## src/hw/clpwm_pkg.sv

```systemverilog
// constants for the closed-loop drive configuration registers
// assumes a plain register port with one-cycle read latency
// Behaviour
// - frequency codes 0h..Fh select 5 to 20 kHz in 1 kHz steps
// - modulation field: 0 high side, 1 low side, 2 mixed, 3 reserved
// - drive bit: 0 single-ended, 1 complementary switching
// - advance sign bit: 0 negative lead, 1 positive lead
// - advance angle field times 0.12 gives lead angle in degrees
// - second register sits at offset 88h and resets to zero
// - bit 31 of each register is a read/write parity bit, reset zero
`default_nettype none
package clpwm_pkg;
	localparam int ADDR_W = 8;
	localparam logic [7:0] CFG_A_OFFSET = 8'h84;
	localparam logic [7:0] CFG_B_OFFSET = 8'h88;
	localparam logic [31:0] CFG_A_RESET = 32'h0000_0000;
	localparam logic [31:0] CFG_B_RESET = 32'h0000_0000;
	localparam int PARITY_BIT = 31;
	localparam int FREQ_HI = 17;
	localparam int FREQ_LO = 13;
	localparam int MOD_HI = 12;
	localparam int MOD_LO = 11;
	localparam int DRIVE_BIT = 10;
	localparam int SIGN_BIT = 9;
	localparam int ANGLE_HI = 8;
	localparam int ANGLE_LO = 1;
	localparam logic [4:0] FREQ_STEP_LIMIT = 5'h0F;
	localparam logic [6:0] FREQ_BASE_KHZ = 7'h05;
	localparam logic [6:0] FREQ_UPPER_BASE_KHZ = 7'h19;
	localparam logic [6:0] FREQ_UPPER_STEP_KHZ = 7'h05;
	// lead angle in milli-degrees per code step (0.12 deg)
	localparam logic [7:0] ANGLE_MDEG_PER_LSB = 8'h78;
	typedef enum logic [2:0] {
		CLPWM_MOD_HIGH = 3'h1,
		CLPWM_MOD_LOW = 3'h2,
		CLPWM_MOD_MIXED = 3'h4
	} clpwm_mod_t;
endpackage
`default_nettype wire

```

## src/hw/clpwm_cfg_reg.sv

```systemverilog
// one 32-bit read/write configuration register with reset value
// assumes same-clock write strobe from the decoder
`timescale 1ns/1ps
`default_nettype none
module clpwm_cfg_reg #(
	parameter logic [31:0] RESET_VAL = 32'h0000_0000
) (
	input wire logic clk_i,
	input wire logic rst_n_i,
	input wire logic we_i,
	input wire logic [31:0] wdata_i,
	output logic [31:0] q_o
);
	logic [31:0] next_q;
	always_comb begin
		next_q = we_i ? wdata_i : q_o;
	end
	always_ff @(posedge clk_i or negedge rst_n_i) begin
		if (!rst_n_i) begin
			q_o <= RESET_VAL;
		end else begin
			q_o <= next_q;
		end
	end
endmodule
`default_nettype wire

```

## src/hw/clpwm_regs.sv

```systemverilog
// closed-loop drive configuration registers and field decode
// assumes a single 10 MHz clock and a same-clock register master
`timescale 1ns/1ps
`default_nettype none
module clpwm_regs (
	input wire logic clk_i,
	input wire logic rst_n_i,
	input wire logic [7:0] addr_i,
	input wire logic [31:0] wdata_i,
	input wire logic wr_i,
	input wire logic rd_i,
	output logic [31:0] rdata_o,
	output logic [31:0] cfg_a_o,
	output logic [31:0] cfg_b_o,
	output logic [6:0] switch_freq_khz_o,
	output logic freq_code_reserved_o,
	output logic mod_high_side_o,
	output logic mod_low_side_o,
	output logic mod_mixed_o,
	output logic mod_reserved_o,
	output logic complementary_o,
	output logic advance_positive_o,
	output logic [15:0] advance_mdeg_o
);
	logic [31:0] cfg_a;
	logic [31:0] cfg_b;
	logic we_a;
	logic we_b;
	logic [31:0] next_rdata;
	logic [4:0] fcode;
	logic [1:0] mcode;
	logic [7:0] acode;
	logic [6:0] next_khz;
	logic next_frsv;
	logic [2:0] next_mod;
	logic next_mrsv;
	logic next_comp;
	logic next_pos;
	logic [15:0] next_mdeg;
	logic [2:0] mod_q;

	assign we_a = wr_i && (addr_i == clpwm_pkg::CFG_A_OFFSET);
	assign we_b = wr_i && (addr_i == clpwm_pkg::CFG_B_OFFSET);

	// all 32 bits stored, parity and reserved included
	clpwm_cfg_reg #(
		.RESET_VAL(clpwm_pkg::CFG_A_RESET)
	) u_cfg_a (
		.clk_i(clk_i),
		.rst_n_i(rst_n_i),
		.we_i(we_a),
		.wdata_i(wdata_i),
		.q_o(cfg_a)
	);
	clpwm_cfg_reg #(
		.RESET_VAL(clpwm_pkg::CFG_B_RESET)
	) u_cfg_b (
		.clk_i(clk_i),
		.rst_n_i(rst_n_i),
		.we_i(we_b),
		.wdata_i(wdata_i),
		.q_o(cfg_b)
	);

	assign fcode = cfg_a[clpwm_pkg::FREQ_HI:clpwm_pkg::FREQ_LO];
	assign mcode = cfg_a[clpwm_pkg::MOD_HI:clpwm_pkg::MOD_LO];
	assign acode = cfg_a[clpwm_pkg::ANGLE_HI:clpwm_pkg::ANGLE_LO];

	always_comb begin
		next_rdata = 32'h0000_0000;
		if (rd_i) begin
			case (addr_i)
				clpwm_pkg::CFG_A_OFFSET: next_rdata = cfg_a;
				clpwm_pkg::CFG_B_OFFSET: next_rdata = cfg_b;
				default: next_rdata = 32'h0000_0000;
			endcase
		end
	end

	always_comb begin
		// every five-bit code maps to a frequency, so the flag stays low
		next_frsv = 1'b0;
		if (fcode <= clpwm_pkg::FREQ_STEP_LIMIT) begin
			next_khz = clpwm_pkg::FREQ_BASE_KHZ + {3'h0, fcode[3:0]};
		end else begin
			// 5 kHz steps from 25 kHz; 15h lands on 50 kHz
			next_khz = 7'(clpwm_pkg::FREQ_UPPER_BASE_KHZ
				+ 7'(clpwm_pkg::FREQ_UPPER_STEP_KHZ * {3'h0, fcode[3:0]}));
		end
		next_mrsv = 1'b0;
		case (mcode)
			2'h0: next_mod = clpwm_pkg::CLPWM_MOD_HIGH;
			2'h1: next_mod = clpwm_pkg::CLPWM_MOD_LOW;
			2'h2: next_mod = clpwm_pkg::CLPWM_MOD_MIXED;
			default: begin
				next_mod = 3'h0;
				next_mrsv = 1'b1;
			end
		endcase
		next_comp = cfg_a[clpwm_pkg::DRIVE_BIT];
		next_pos = cfg_a[clpwm_pkg::SIGN_BIT];
		next_mdeg = 16'({8'h00, acode} * {8'h00, clpwm_pkg::ANGLE_MDEG_PER_LSB});
	end

	always_ff @(posedge clk_i or negedge rst_n_i) begin
		if (!rst_n_i) begin
			rdata_o <= 32'h0000_0000;
			switch_freq_khz_o <= 7'h00;
			freq_code_reserved_o <= 1'b0;
			mod_q <= 3'h0;
			mod_reserved_o <= 1'b0;
			complementary_o <= 1'b0;
			advance_positive_o <= 1'b0;
			advance_mdeg_o <= 16'h0000;
		end else begin
			rdata_o <= next_rdata;
			switch_freq_khz_o <= next_khz;
			freq_code_reserved_o <= next_frsv;
			mod_q <= next_mod;
			mod_reserved_o <= next_mrsv;
			complementary_o <= next_comp;
			advance_positive_o <= next_pos;
			advance_mdeg_o <= next_mdeg;
		end
	end

	assign mod_high_side_o = mod_q[0];
	assign mod_low_side_o = mod_q[1];
	assign mod_mixed_o = mod_q[2];
	assign cfg_a_o = cfg_a;
	assign cfg_b_o = cfg_b;
endmodule
`default_nettype wire

```

## config.mk

```make
export PLATFORM = sky130hd
export DESIGN_NAME = clpwm_regs
export DESIGN_NICKNAME = d
export VERILOG_FILES = /design/src/hw/clpwm_pkg.sv /design/src/hw/clpwm_cfg_reg.sv /design/src/hw/clpwm_regs.sv
export SDC_FILE = /design/constraint.sdc
export NUM_CORES = 1
export LEC_CHECK = 0
export BUFFER_PORTS_ARGS = -buffer_cell sky130_fd_sc_hd__buf_2
export CORE_UTILIZATION = 25
export CTS_CLUSTER_DIAMETER = 40
export DETAILED_ROUTE_END_ITERATION = 12
export PLACE_DENSITY = 0.43
export SLEW_MARGIN = 20
export SYNTH_ARGS = -nofsm -noshare
export SYNTH_HDL_FRONTEND = slang
export SYNTH_HIERARCHICAL = 1
export SYNTH_SLANG_ARGS = --single-unit
```

## constraint.sdc

```tcl
create_clock -name clk_i -period 9.6 [get_ports clk_i]
set_input_delay 1.92 -clock clk_i [delete_from_list [all_inputs] [get_ports clk_i]]
set_output_delay 1.92 -clock clk_i [all_outputs]
set_load 0.02 [all_outputs]
```

# Yosys cells after proc, flatten, opt, wreduce, memory -nomap -nowiden
# Index checks and enable logic that the tools add are counted.
dict set report totals {
  latch_bits 0
  out_inout_bits 126
  elab_cells 27
  in_bits 44
  mem_bits_ro 0
  mem_bits_rw 0
  memories 0
  ff_bits 121
}
dict set report op_classes {
  muxes 5
  div 0
  bitwise 0
  order_cmp 1
  eq_ne 4
  n_addsub 2
  multipliers 2
  n_reduce_logical 4
  shifts 0
}
# cell count
set ops {}
lappend ops {{one-hot mux 32 bit (2 select lines)} 1}
lappend ops {{two-way mux 32 bit} 1}
lappend ops {{== test 8 bit, second input constant} 2}
lappend ops {{multiplier 8 x 4 -> 12 bit, second input constant} 1}
lappend ops {{one-hot mux 3 bit (3 select lines)} 1}
lappend ops {{adder 5 x 7 -> 7 bit, first input constant} 1}
lappend ops {{multiplier 3 x 4 -> 7 bit, first input constant} 1}
lappend ops {{two-way mux 7 bit} 1}
lappend ops {{adder 3 x 4 -> 5 bit, first input constant} 1}
lappend ops {{<= comparator 5 x 4 -> 1 bit, second input constant} 1}
lappend ops {{OR reduction 3 bit} 1}
lappend ops {{== test 2 x 1 -> 1 bit, second input constant} 1}
lappend ops {{== test 2 bit, second input constant} 1}
lappend ops {{logical AND 1 bit} 2}
lappend ops {{logical NOT 2 bit} 1}
lappend ops {{two-way mux 1 bit} 1}

# Depth between registers and ports, before layout
# Gate-level depths: netlist of the first run.
dict set report logic_depth {
  depth_word 3
  mapped_depth 9
  ltp_nobuf 9
}

# Cells and area by module
# The synthesis of the first run kept the hierarchy.
# module area_per_inst_um2 seq_area_each_um2 cells_each n_inst
set modules_own_cells {}
lappend modules_own_cells {clpwm_regs 3186.8 1426.4 261 1}
lappend modules_own_cells {clpwm_cfg_reg 1345.0 800.8 68 2}

# Least setup slack after synthesis of the first run
# No wires, ideal clock.
dict set report synth_timing {
  path_kind {in2reg}
  start {input port addr_i[1]}
  end {register u_cfg_a.q_o[0]}
  required_time_ns 9.475
  setup_ns 0.125
  arrival_time_ns 3.738
  path_buffers 3
  setup_slack_ns 5.736
  path_stages 7
  path_cell_list {or4_4 > nor4b_4 > buf_6 > and2_1 > buf_6 > buf_12 > mux2_4}
}
dict set report synth_via {
  elab_chain_len 2
}
# element line_no
set synth_lines {}
lappend synth_lines {{start: declaration} clpwm_regs.sv:8} ;# input wire logic [7:0] addr_i,
lappend synth_lines {{== test 8 bit} clpwm_regs.sv:42} ;# assign we_a = wr_i && (addr_i == clpwm_pkg::CFG_A_OFFSET);
lappend synth_lines {{logical AND 1 bit} clpwm_regs.sv:42}
lappend synth_lines {{named net we_a} clpwm_regs.sv:27} ;# logic we_a;
lappend synth_lines {{end signal: assignment} clpwm_cfg_reg.sv:22} ;# q_o <= next_q;
lappend synth_lines {{end: declaration} clpwm_cfg_reg.sv:12} ;# output logic [31:0] q_o
# The timed path passes the listed nets, and every way through them passes these cells.
# A chain may end at the register's enable or synchronous reset.

# Final worst setup path of the first run
dict set report layout_timing {
  start {input port addr_i[1]}
  end {register u_cfg_a.q_o[29]}
}
# Same word-level chain as after synthesis.

==> results of run 1 <==
==> cell type report <==
cell class                 instances  area share
sequential                       121       0.407
multi-input combinational        237       0.342
timing repair buffer             169       0.116
clock buffer                      21      0.0619
tap                              313      0.0527
inverter                          21      0.0106
clock inverter                    10     0.00993
==> worst min-delay path by stage <==
| stage | from | endpoint | slack (ns) |
|---|---|---|---|
| 2_1_floorplan | u_cfg_a/q_o[9]$_DFFE_PN0P_ | advance_positive_o$_DFF_PN0_ | 0.53 |
| 3_3_place_gp | u_cfg_a/q_o[9]$_DFFE_PN0P_ | advance_positive_o$_DFF_PN0_ | 0.43 |
| 3_5_place_dp | u_cfg_a/q_o[9]$_DFFE_PN0P_ | advance_positive_o$_DFF_PN0_ | 0.43 |
| 4_1_cts | u_cfg_a/q_o[9]$_DFFE_PN0P_ | advance_positive_o$_DFF_PN0_ | 0.45 |
| 5_1_grt | u_cfg_a/q_o[9]$_DFFE_PN0P_ | advance_positive_o$_DFF_PN0_ | 0.47 |
| 6_report | u_cfg_a/q_o[9]$_DFFE_PN0P_ | advance_positive_o$_DFF_PN0_ | 0.45 |
==> cells in the final DEF (no fill, tap or decap), types with 6 or more instances in the layout <==
master,count
xnor2_1,8
buf_2,163
ha_1,23
mux2_4,60
nor2b_1,24
inv_1,21
clkbuf_16,17
dfrtp_1,121
fa_1,14
nor2b_2,10
a22oi_2,10
a22oi_1,22
nor2_1,6
==> power by group through the flow <==
| stage | Combinational (mW) | Sequential [mW] | Clock (mW) |
|---|---|---|---|
| after floorplan | 0.0579 | 0.588 | 0 |
| after global placement | 0.142 | 0.563 | 0 |
| after global routing | 0.155 | 0.558 | 0.627 |
| final | 0.141 | 0.554 | 0.586 |
| after CTS | 0.144 | 0.554 | 0.605 |
| after detailed placement | 0.144 | 0.563 | 0 |
==> flip-flops by register name, summed over array words and instances, names as in the netlist <==
signal and count:
u_cfg_b/q_o 32, u_cfg_a/q_o 32, complementary_o 1, mod_reserved_o 1, mod_q 3, switch_freq_khz_o 7
advance_positive_o 1, rdata_o 32, advance_mdeg_o 12
==> metal layers <==
layer / vias up / global-route usage / share of wire
li1: 1708 / - / -
met2: 108 / 0.199 / 0.48
met4: 0 / 0.0621 / 0.017
met1: 1889 / 0.168 / 0.46
met5: - / 0 / 0
met3: 17 / 0.0276 / 0.044
==> per-stage QoR <==
stage / hold slack (ns) / power, mW / worst slack [ns] / utilization / instances
finish: 0.450 / 1.28 / 5.18 / 0.326 / 892
global route: 0.469 / 1.34 / 5.08 / 0.326 / 892
CTS: 0.451 / 1.30 / 5.17 / 0.325 / 892
detailed placement: 0.426 / 0.707 / 4.72 / 0.302 / 861
global placement: 0.433 / 0.704 / 4.81 / 0.302 / 861
floorplan: 0.531 / 0.646 / 5.74 / - / 401
==> cells by family after synthesis <==
kind of cell               share of synthesized area
DFF                                            0.515
muxes                                          0.165
and+or+nand+nor                               0.0762
AOI/OAI and AO/OA                             0.0715
buffers and inverters                         0.0558
adders and majority gates                     0.0967
xor gates and xnor gates                      0.0194
other                                       0.000638
==> synthesized netlist by cell type (2+ instances only) <==
master,count,share of area
mux2_2,5,0.0096
a21o_1,4,0.0051
a22oi_2,10,0.021
nand2b_1,2,0.0021
buf_6,5,0.0096
buf_12,6,0.020
nor2_1,6,0.0038
o21ai_0,3,0.0026
nor3_1,3,0.0026
a2111oi_0,2,0.0030
buf_4,5,0.0064
nor2b_2,10,0.015
ha_1,23,0.049
mux2_4,60,0.15
nand2_1,2,0.0013
nand3_1,3,0.0026
inv_1,21,0.013
fa_1,14,0.048
nor2b_1,24,0.026
dfrtp_1,121,0.52
xnor2_1,8,0.012
xor2_1,5,0.0075
buf_2,2,0.0017
a21oi_1,4,0.0034
clkbuf_1,3,0.0019
and3_1,3,0.0032
a22oi_1,22,0.028
a31oi_1,2,0.0021
and2_1,6,0.0064
==> reports/metrics.cfg, run 1 <==
[placed_design]
port_buffers = 164
placed_cell_area_um2 = 6900
place.gp.congestion = 0.761
place_hpwl_mm = 10.0

[route]
num_vias = 3722
first_iter_violations = 127
drt-pass1-iter-count = 4
drtAntennaViolNets = 0
via_per_inst = 4.17
drcViolationCount = 0
post_drt_wl_per_cell_um = 16.2
wirelength_mm = 14.4

[floorplan]
die_area_um2 = 24100
core_um2 = 22800
io_pins = 170
start_util = 0.257
die_x_um = 155
die_y_um = 155
rows = 55

[power_and_ir_drop]
vdd_drop_max_v = 0.0000786
p_leak_nw = 3.89
p_sw_frac = 0.271
clkPwrFrac = 0.458
combinationalPowerShare = 0.110
internal_power_mw = 0.933
powerDensity_nw_per_um2 = 172
p_sw_mw = 0.348
seqPwrFrac = 0.432

[synth]
avgSynthCellArea_um2 = 14.8
synth_warnings = 6
synth_cells = 397
synth_cell_types = 42
synthArstFlopShare = 1.00
synth-edff-count = 0
synthFlopType = dfrtp_1
synth-seq-cells = 121
netlist_area_um2 = 5880
ys_seq_area_frac = 0.515

[critical_path]
r2r_slack_ns = 6.04
path_depth = 7
rr_endpoint = advance_mdeg_o[14]$_DFF_PN0_
cp_cell_sequence = buf_2 > or4_4 > nor4b_4 > buf_4 > and2_2 > buf_4 > mux2_2
crit_path_end_kind = flip-flop
r2r_cells = 9
crit_start = addr_i[1]
setup.worst_path.end = u_cfg_a/q_o[29]$_DFFE_PN0P_
cp_max_fo = 33
crit_path_start_kind = input pin
slowest_stage = and2_2
cp_top_family = simple AND/OR/NAND/NOR gates
crit_buf_inv = 3
r2r_start = u_cfg_a/q_o[4]$_DFFE_PN0P_
cp.required_ns = 9.90
max_stage_delay_ns = 0.61
crit_type = in2reg
cp_common_cell = buf_4
cp.arrival_ns = 4.72

[clock_network]
htreeDepth = 4
clk_pin_slew_ns = 0.06
clock-sinks = 121
cts_tree = built
clock_latency_ns = 0.41
cts_resized = 0
root_buffer = clkbuf_16
numCtsBuffers = 17
ctsHoldBuffers = 0
cts_setup_buffers = 0
cts.path.max_buffers = 2

[sta]
final.setup.tns_ns = 0
fin_crit_sh = 0.460
fin_worst_skew_ns = 0.00722
max_freq_mhz = 226
finalHoldViolations = 0
slew-limit-headroom = 0.419
setup_viol = 0
drv_slew = 0
worstMarginPinSlew_ns = 0.869
rsz0062_at_grt = no
fin_crit_ns = 4.42

[cells_and_area]
multi_input_area_um2 = 2540
fillers = 2387
drive_above_1_share = 0.501
fin_nets = 648
fin_area_um2 = 7440
regArea_um2 = 3030
syn_to_final_growth_pct = 26.5
num_antenna_cells = 0

[worst_hold_path]
hold_depth = 0
hold_path_class = reg2reg

[flow_run]
maxCapViolations = 0

[global_routing]
grt_pass1_wl_mm = 23.1
track_usage = 0.128
grt_max_degree = 83
antenna_found_initial = 0
gr-total-overflow = 0
grt_pass1_vias = 3940

[outcome]
status = complete, no violations

Note: power is estimated with default switching activity, not from simulation.
==> inputs of run 2 (changes only) <==
--- a/config.mk
+++ b/config.mk
@@ -9,7 +9,7 @@
 export CORE_UTILIZATION = 25
 export CTS_CLUSTER_DIAMETER = 40
 export DETAILED_ROUTE_END_ITERATION = 12
-export PLACE_DENSITY = 0.43
+export PLACE_DENSITY = 0.45
 export SLEW_MARGIN = 20
 export SYNTH_ARGS = -nofsm -noshare
 export SYNTH_HDL_FRONTEND = slang
==> constraint.sdc (replaced) <==
create_clock -name clk_i -period 3.6 [get_ports clk_i]
set_input_delay 0.72 -clock clk_i [delete_from_list [all_inputs] [get_ports clk_i]]
set_output_delay 0.72 -clock clk_i [all_outputs]
set_load 0.02 [all_outputs]
==> reports/metrics.cfg, run 2 (same netlist as run 1, synthesis figures left out) <==
[clock_network]
cts_resized = 0
clock_latency_ns = 0.41
cts_setup_buffers = 0
numCtsBuffers = 17
root_buffer = clkbuf_16
cts_tree = built
clk_pin_slew_ns = 0.06
clock-sinks = 121
htreeDepth = 4
ctsHoldBuffers = 0
cts.path.max_buffers = 2

[cells_and_area]
num_antenna_cells = 0
drive_above_1_share = 0.507
fin_util = 0.332
fin_nets = 651
largest_registers = rdata_o x32, u_cfg_a/q_o x32, u_cfg_b/q_o x32
multi_input_area_um2 = 2540
final_cell_mix = 163 x buf_2, 121 x dfrtp_1, 60 x mux2_4, 24 x nor2b_1, 23 x ha_1
syn_to_final_growth_pct = 29.0
regArea_um2 = 3030
final_common_cell = buf_2
fillers = 2357

[route]
first_iter_violations = 159
drt-pass1-iter-count = 4
post_drt_wl_per_cell_um = 16.3
drtAntennaViolNets = 0
via_per_inst = 4.16
wirelength_mm = 14.6
num_vias = 3719
drcViolationCount = 0

[floorplan]
die_y_um = 155
rows = 55
die_area_um2 = 24100
io_pins = 170
core_um2 = 22800
die_x_um = 155
start_util = 0.257

[placed_design]
place_hpwl_mm = 9.86
place.gp.congestion = 0.722
post-place-ws_ns = 0.363
port_buffers = 164

[power_and_ir_drop]
vdd_drop_max_v = 0.000244
p_leak_nw = 3.98
powerDensity_nw_per_um2 = 494
finalPower_mw = 3.74

[sta]
max_freq_mhz = 307
drv_slew = 0
setup_viol = 0
finalHoldViolations = 0
fin_crit_sh = 0.904
setup_ws_ns = 0.344
worstMarginPinSlew_ns = 0.917
fin_crit_ns = 3.26
final.setup.tns_ns = 0
rsz0062_at_grt = no
fin_worst_skew_ns = 0.00901
slew-limit-headroom = 0.389

[global_routing]
use_met3 = 0.0365
grt_pass1_vias = 4042
grt.busiest_layer = met2
antenna_found_initial = 0
grt_use_met1 = 0.159
grt_pass1_wl_mm = 23.1
grt_util_met2 = 0.208
track_usage = 0.127
grt_max_degree = 69
gr-total-overflow = 0

[critical_path]
crit_start = u_cfg_a/q_o[4]$_DFFE_PN0P_
r2r_start = u_cfg_a/q_o[4]$_DFFE_PN0P_
cp.arrival_ns = 3.59
cp_max_fo = 7
crit_path_end_kind = flip-flop
crit_path_start_kind = flip-flop
crit_type = reg2reg
cp.required_ns = 3.94

[flow_run]
maxCapViolations = 0

[worst_hold_path]
hold_path_class = in2async

[outcome]
status = complete, no violations

[run 2: cell types whose count changed in the layout (fill, tap and decap cells not counted), moves of 2 or more]
cell / delta
clkbuf_8: -2
bufinv_16: +5
clkbuf_1: -2
clkinvlp_4: -3
buf_4: +3
clkinv_4: +2
[run 2: final timing paths]
check / end / slack [ns] / cells past startpoint
worst min register to register: complementary_o$_DFF_PN0_ / 0.45 / 0
min in group clk_i: complementary_o$_DFF_PN0_ / 0.45 / 0
max in group asynchronous: u_cfg_a/q_o[31]$_DFFE_PN0P_ / 2.36 / 2
worst min-delay path: u_cfg_a/q_o[8]$_DFFE_PN0P_ / 0.44 / 1
worst max register to register: advance_mdeg_o[14]$_DFF_PN0_ / 0.34 / 10
worst max-delay path: advance_mdeg_o[14]$_DFF_PN0_ / 0.34 / 10
[run 2: routing by layer]
layer	vias up	share of wire	routed length [um]
li1	1711	-	-
met1	1896	0.45	6560
met2	100	0.50	7260
met3	12	0.043	626
met4	0	0.012	172
met5	-	0	0
[run 2: stage by stage]
| stage | hold WS, ns | cells | instance area, um2 |
|---|---|---|---|
| 6_report | 0.441 | 895 | 7580 |
| 5_1_grt | 0.468 | 895 | 7580 |
| 4_1_cts | 0.452 | 895 | 7580 |
| 2_1_floorplan | 0.424 | 401 | 5890 |
| 3_5_place_dp | 0.435 | 864 | 6930 |
| 3_3_place_gp | 0.434 | 864 | 6930 |
[run 2: final cells by class]
cell class	instances	share of cell area
Inverter	21	0.0104
Timing Repair Buffer	172	0.118
Multi-Input combinational cell	237	0.335
Clock inverter	14	0.0294
Sequential cell	121	0.399
Tap cell	313	0.0517
Clock buffer	17	0.0561
[run 2: power by group]
| part | leakage [nW] | total [mW] | switching (mW) | internal [mW] |
|---|---|---|---|---|
| combinational | 2.01 | 0.380 | 0.222 | 0.158 |
| clock | 0.309 | 1.89 | 0.657 | 1.23 |
| sequential | 1.66 | 1.48 | 0.0549 | 1.42 |
[run 2: worst max-delay path: stages (launching register included)]
cell and delay, ns:
dfrtp_1 0.52, inv_1 0.10, fa_1 0.50, fa_1 0.52, inv_1 0.04, ha_1 0.34, and3_1 0.19, a2111oi_0 0.09
buf_4 0.16, or4b_2 0.62, nand3_1 0.10
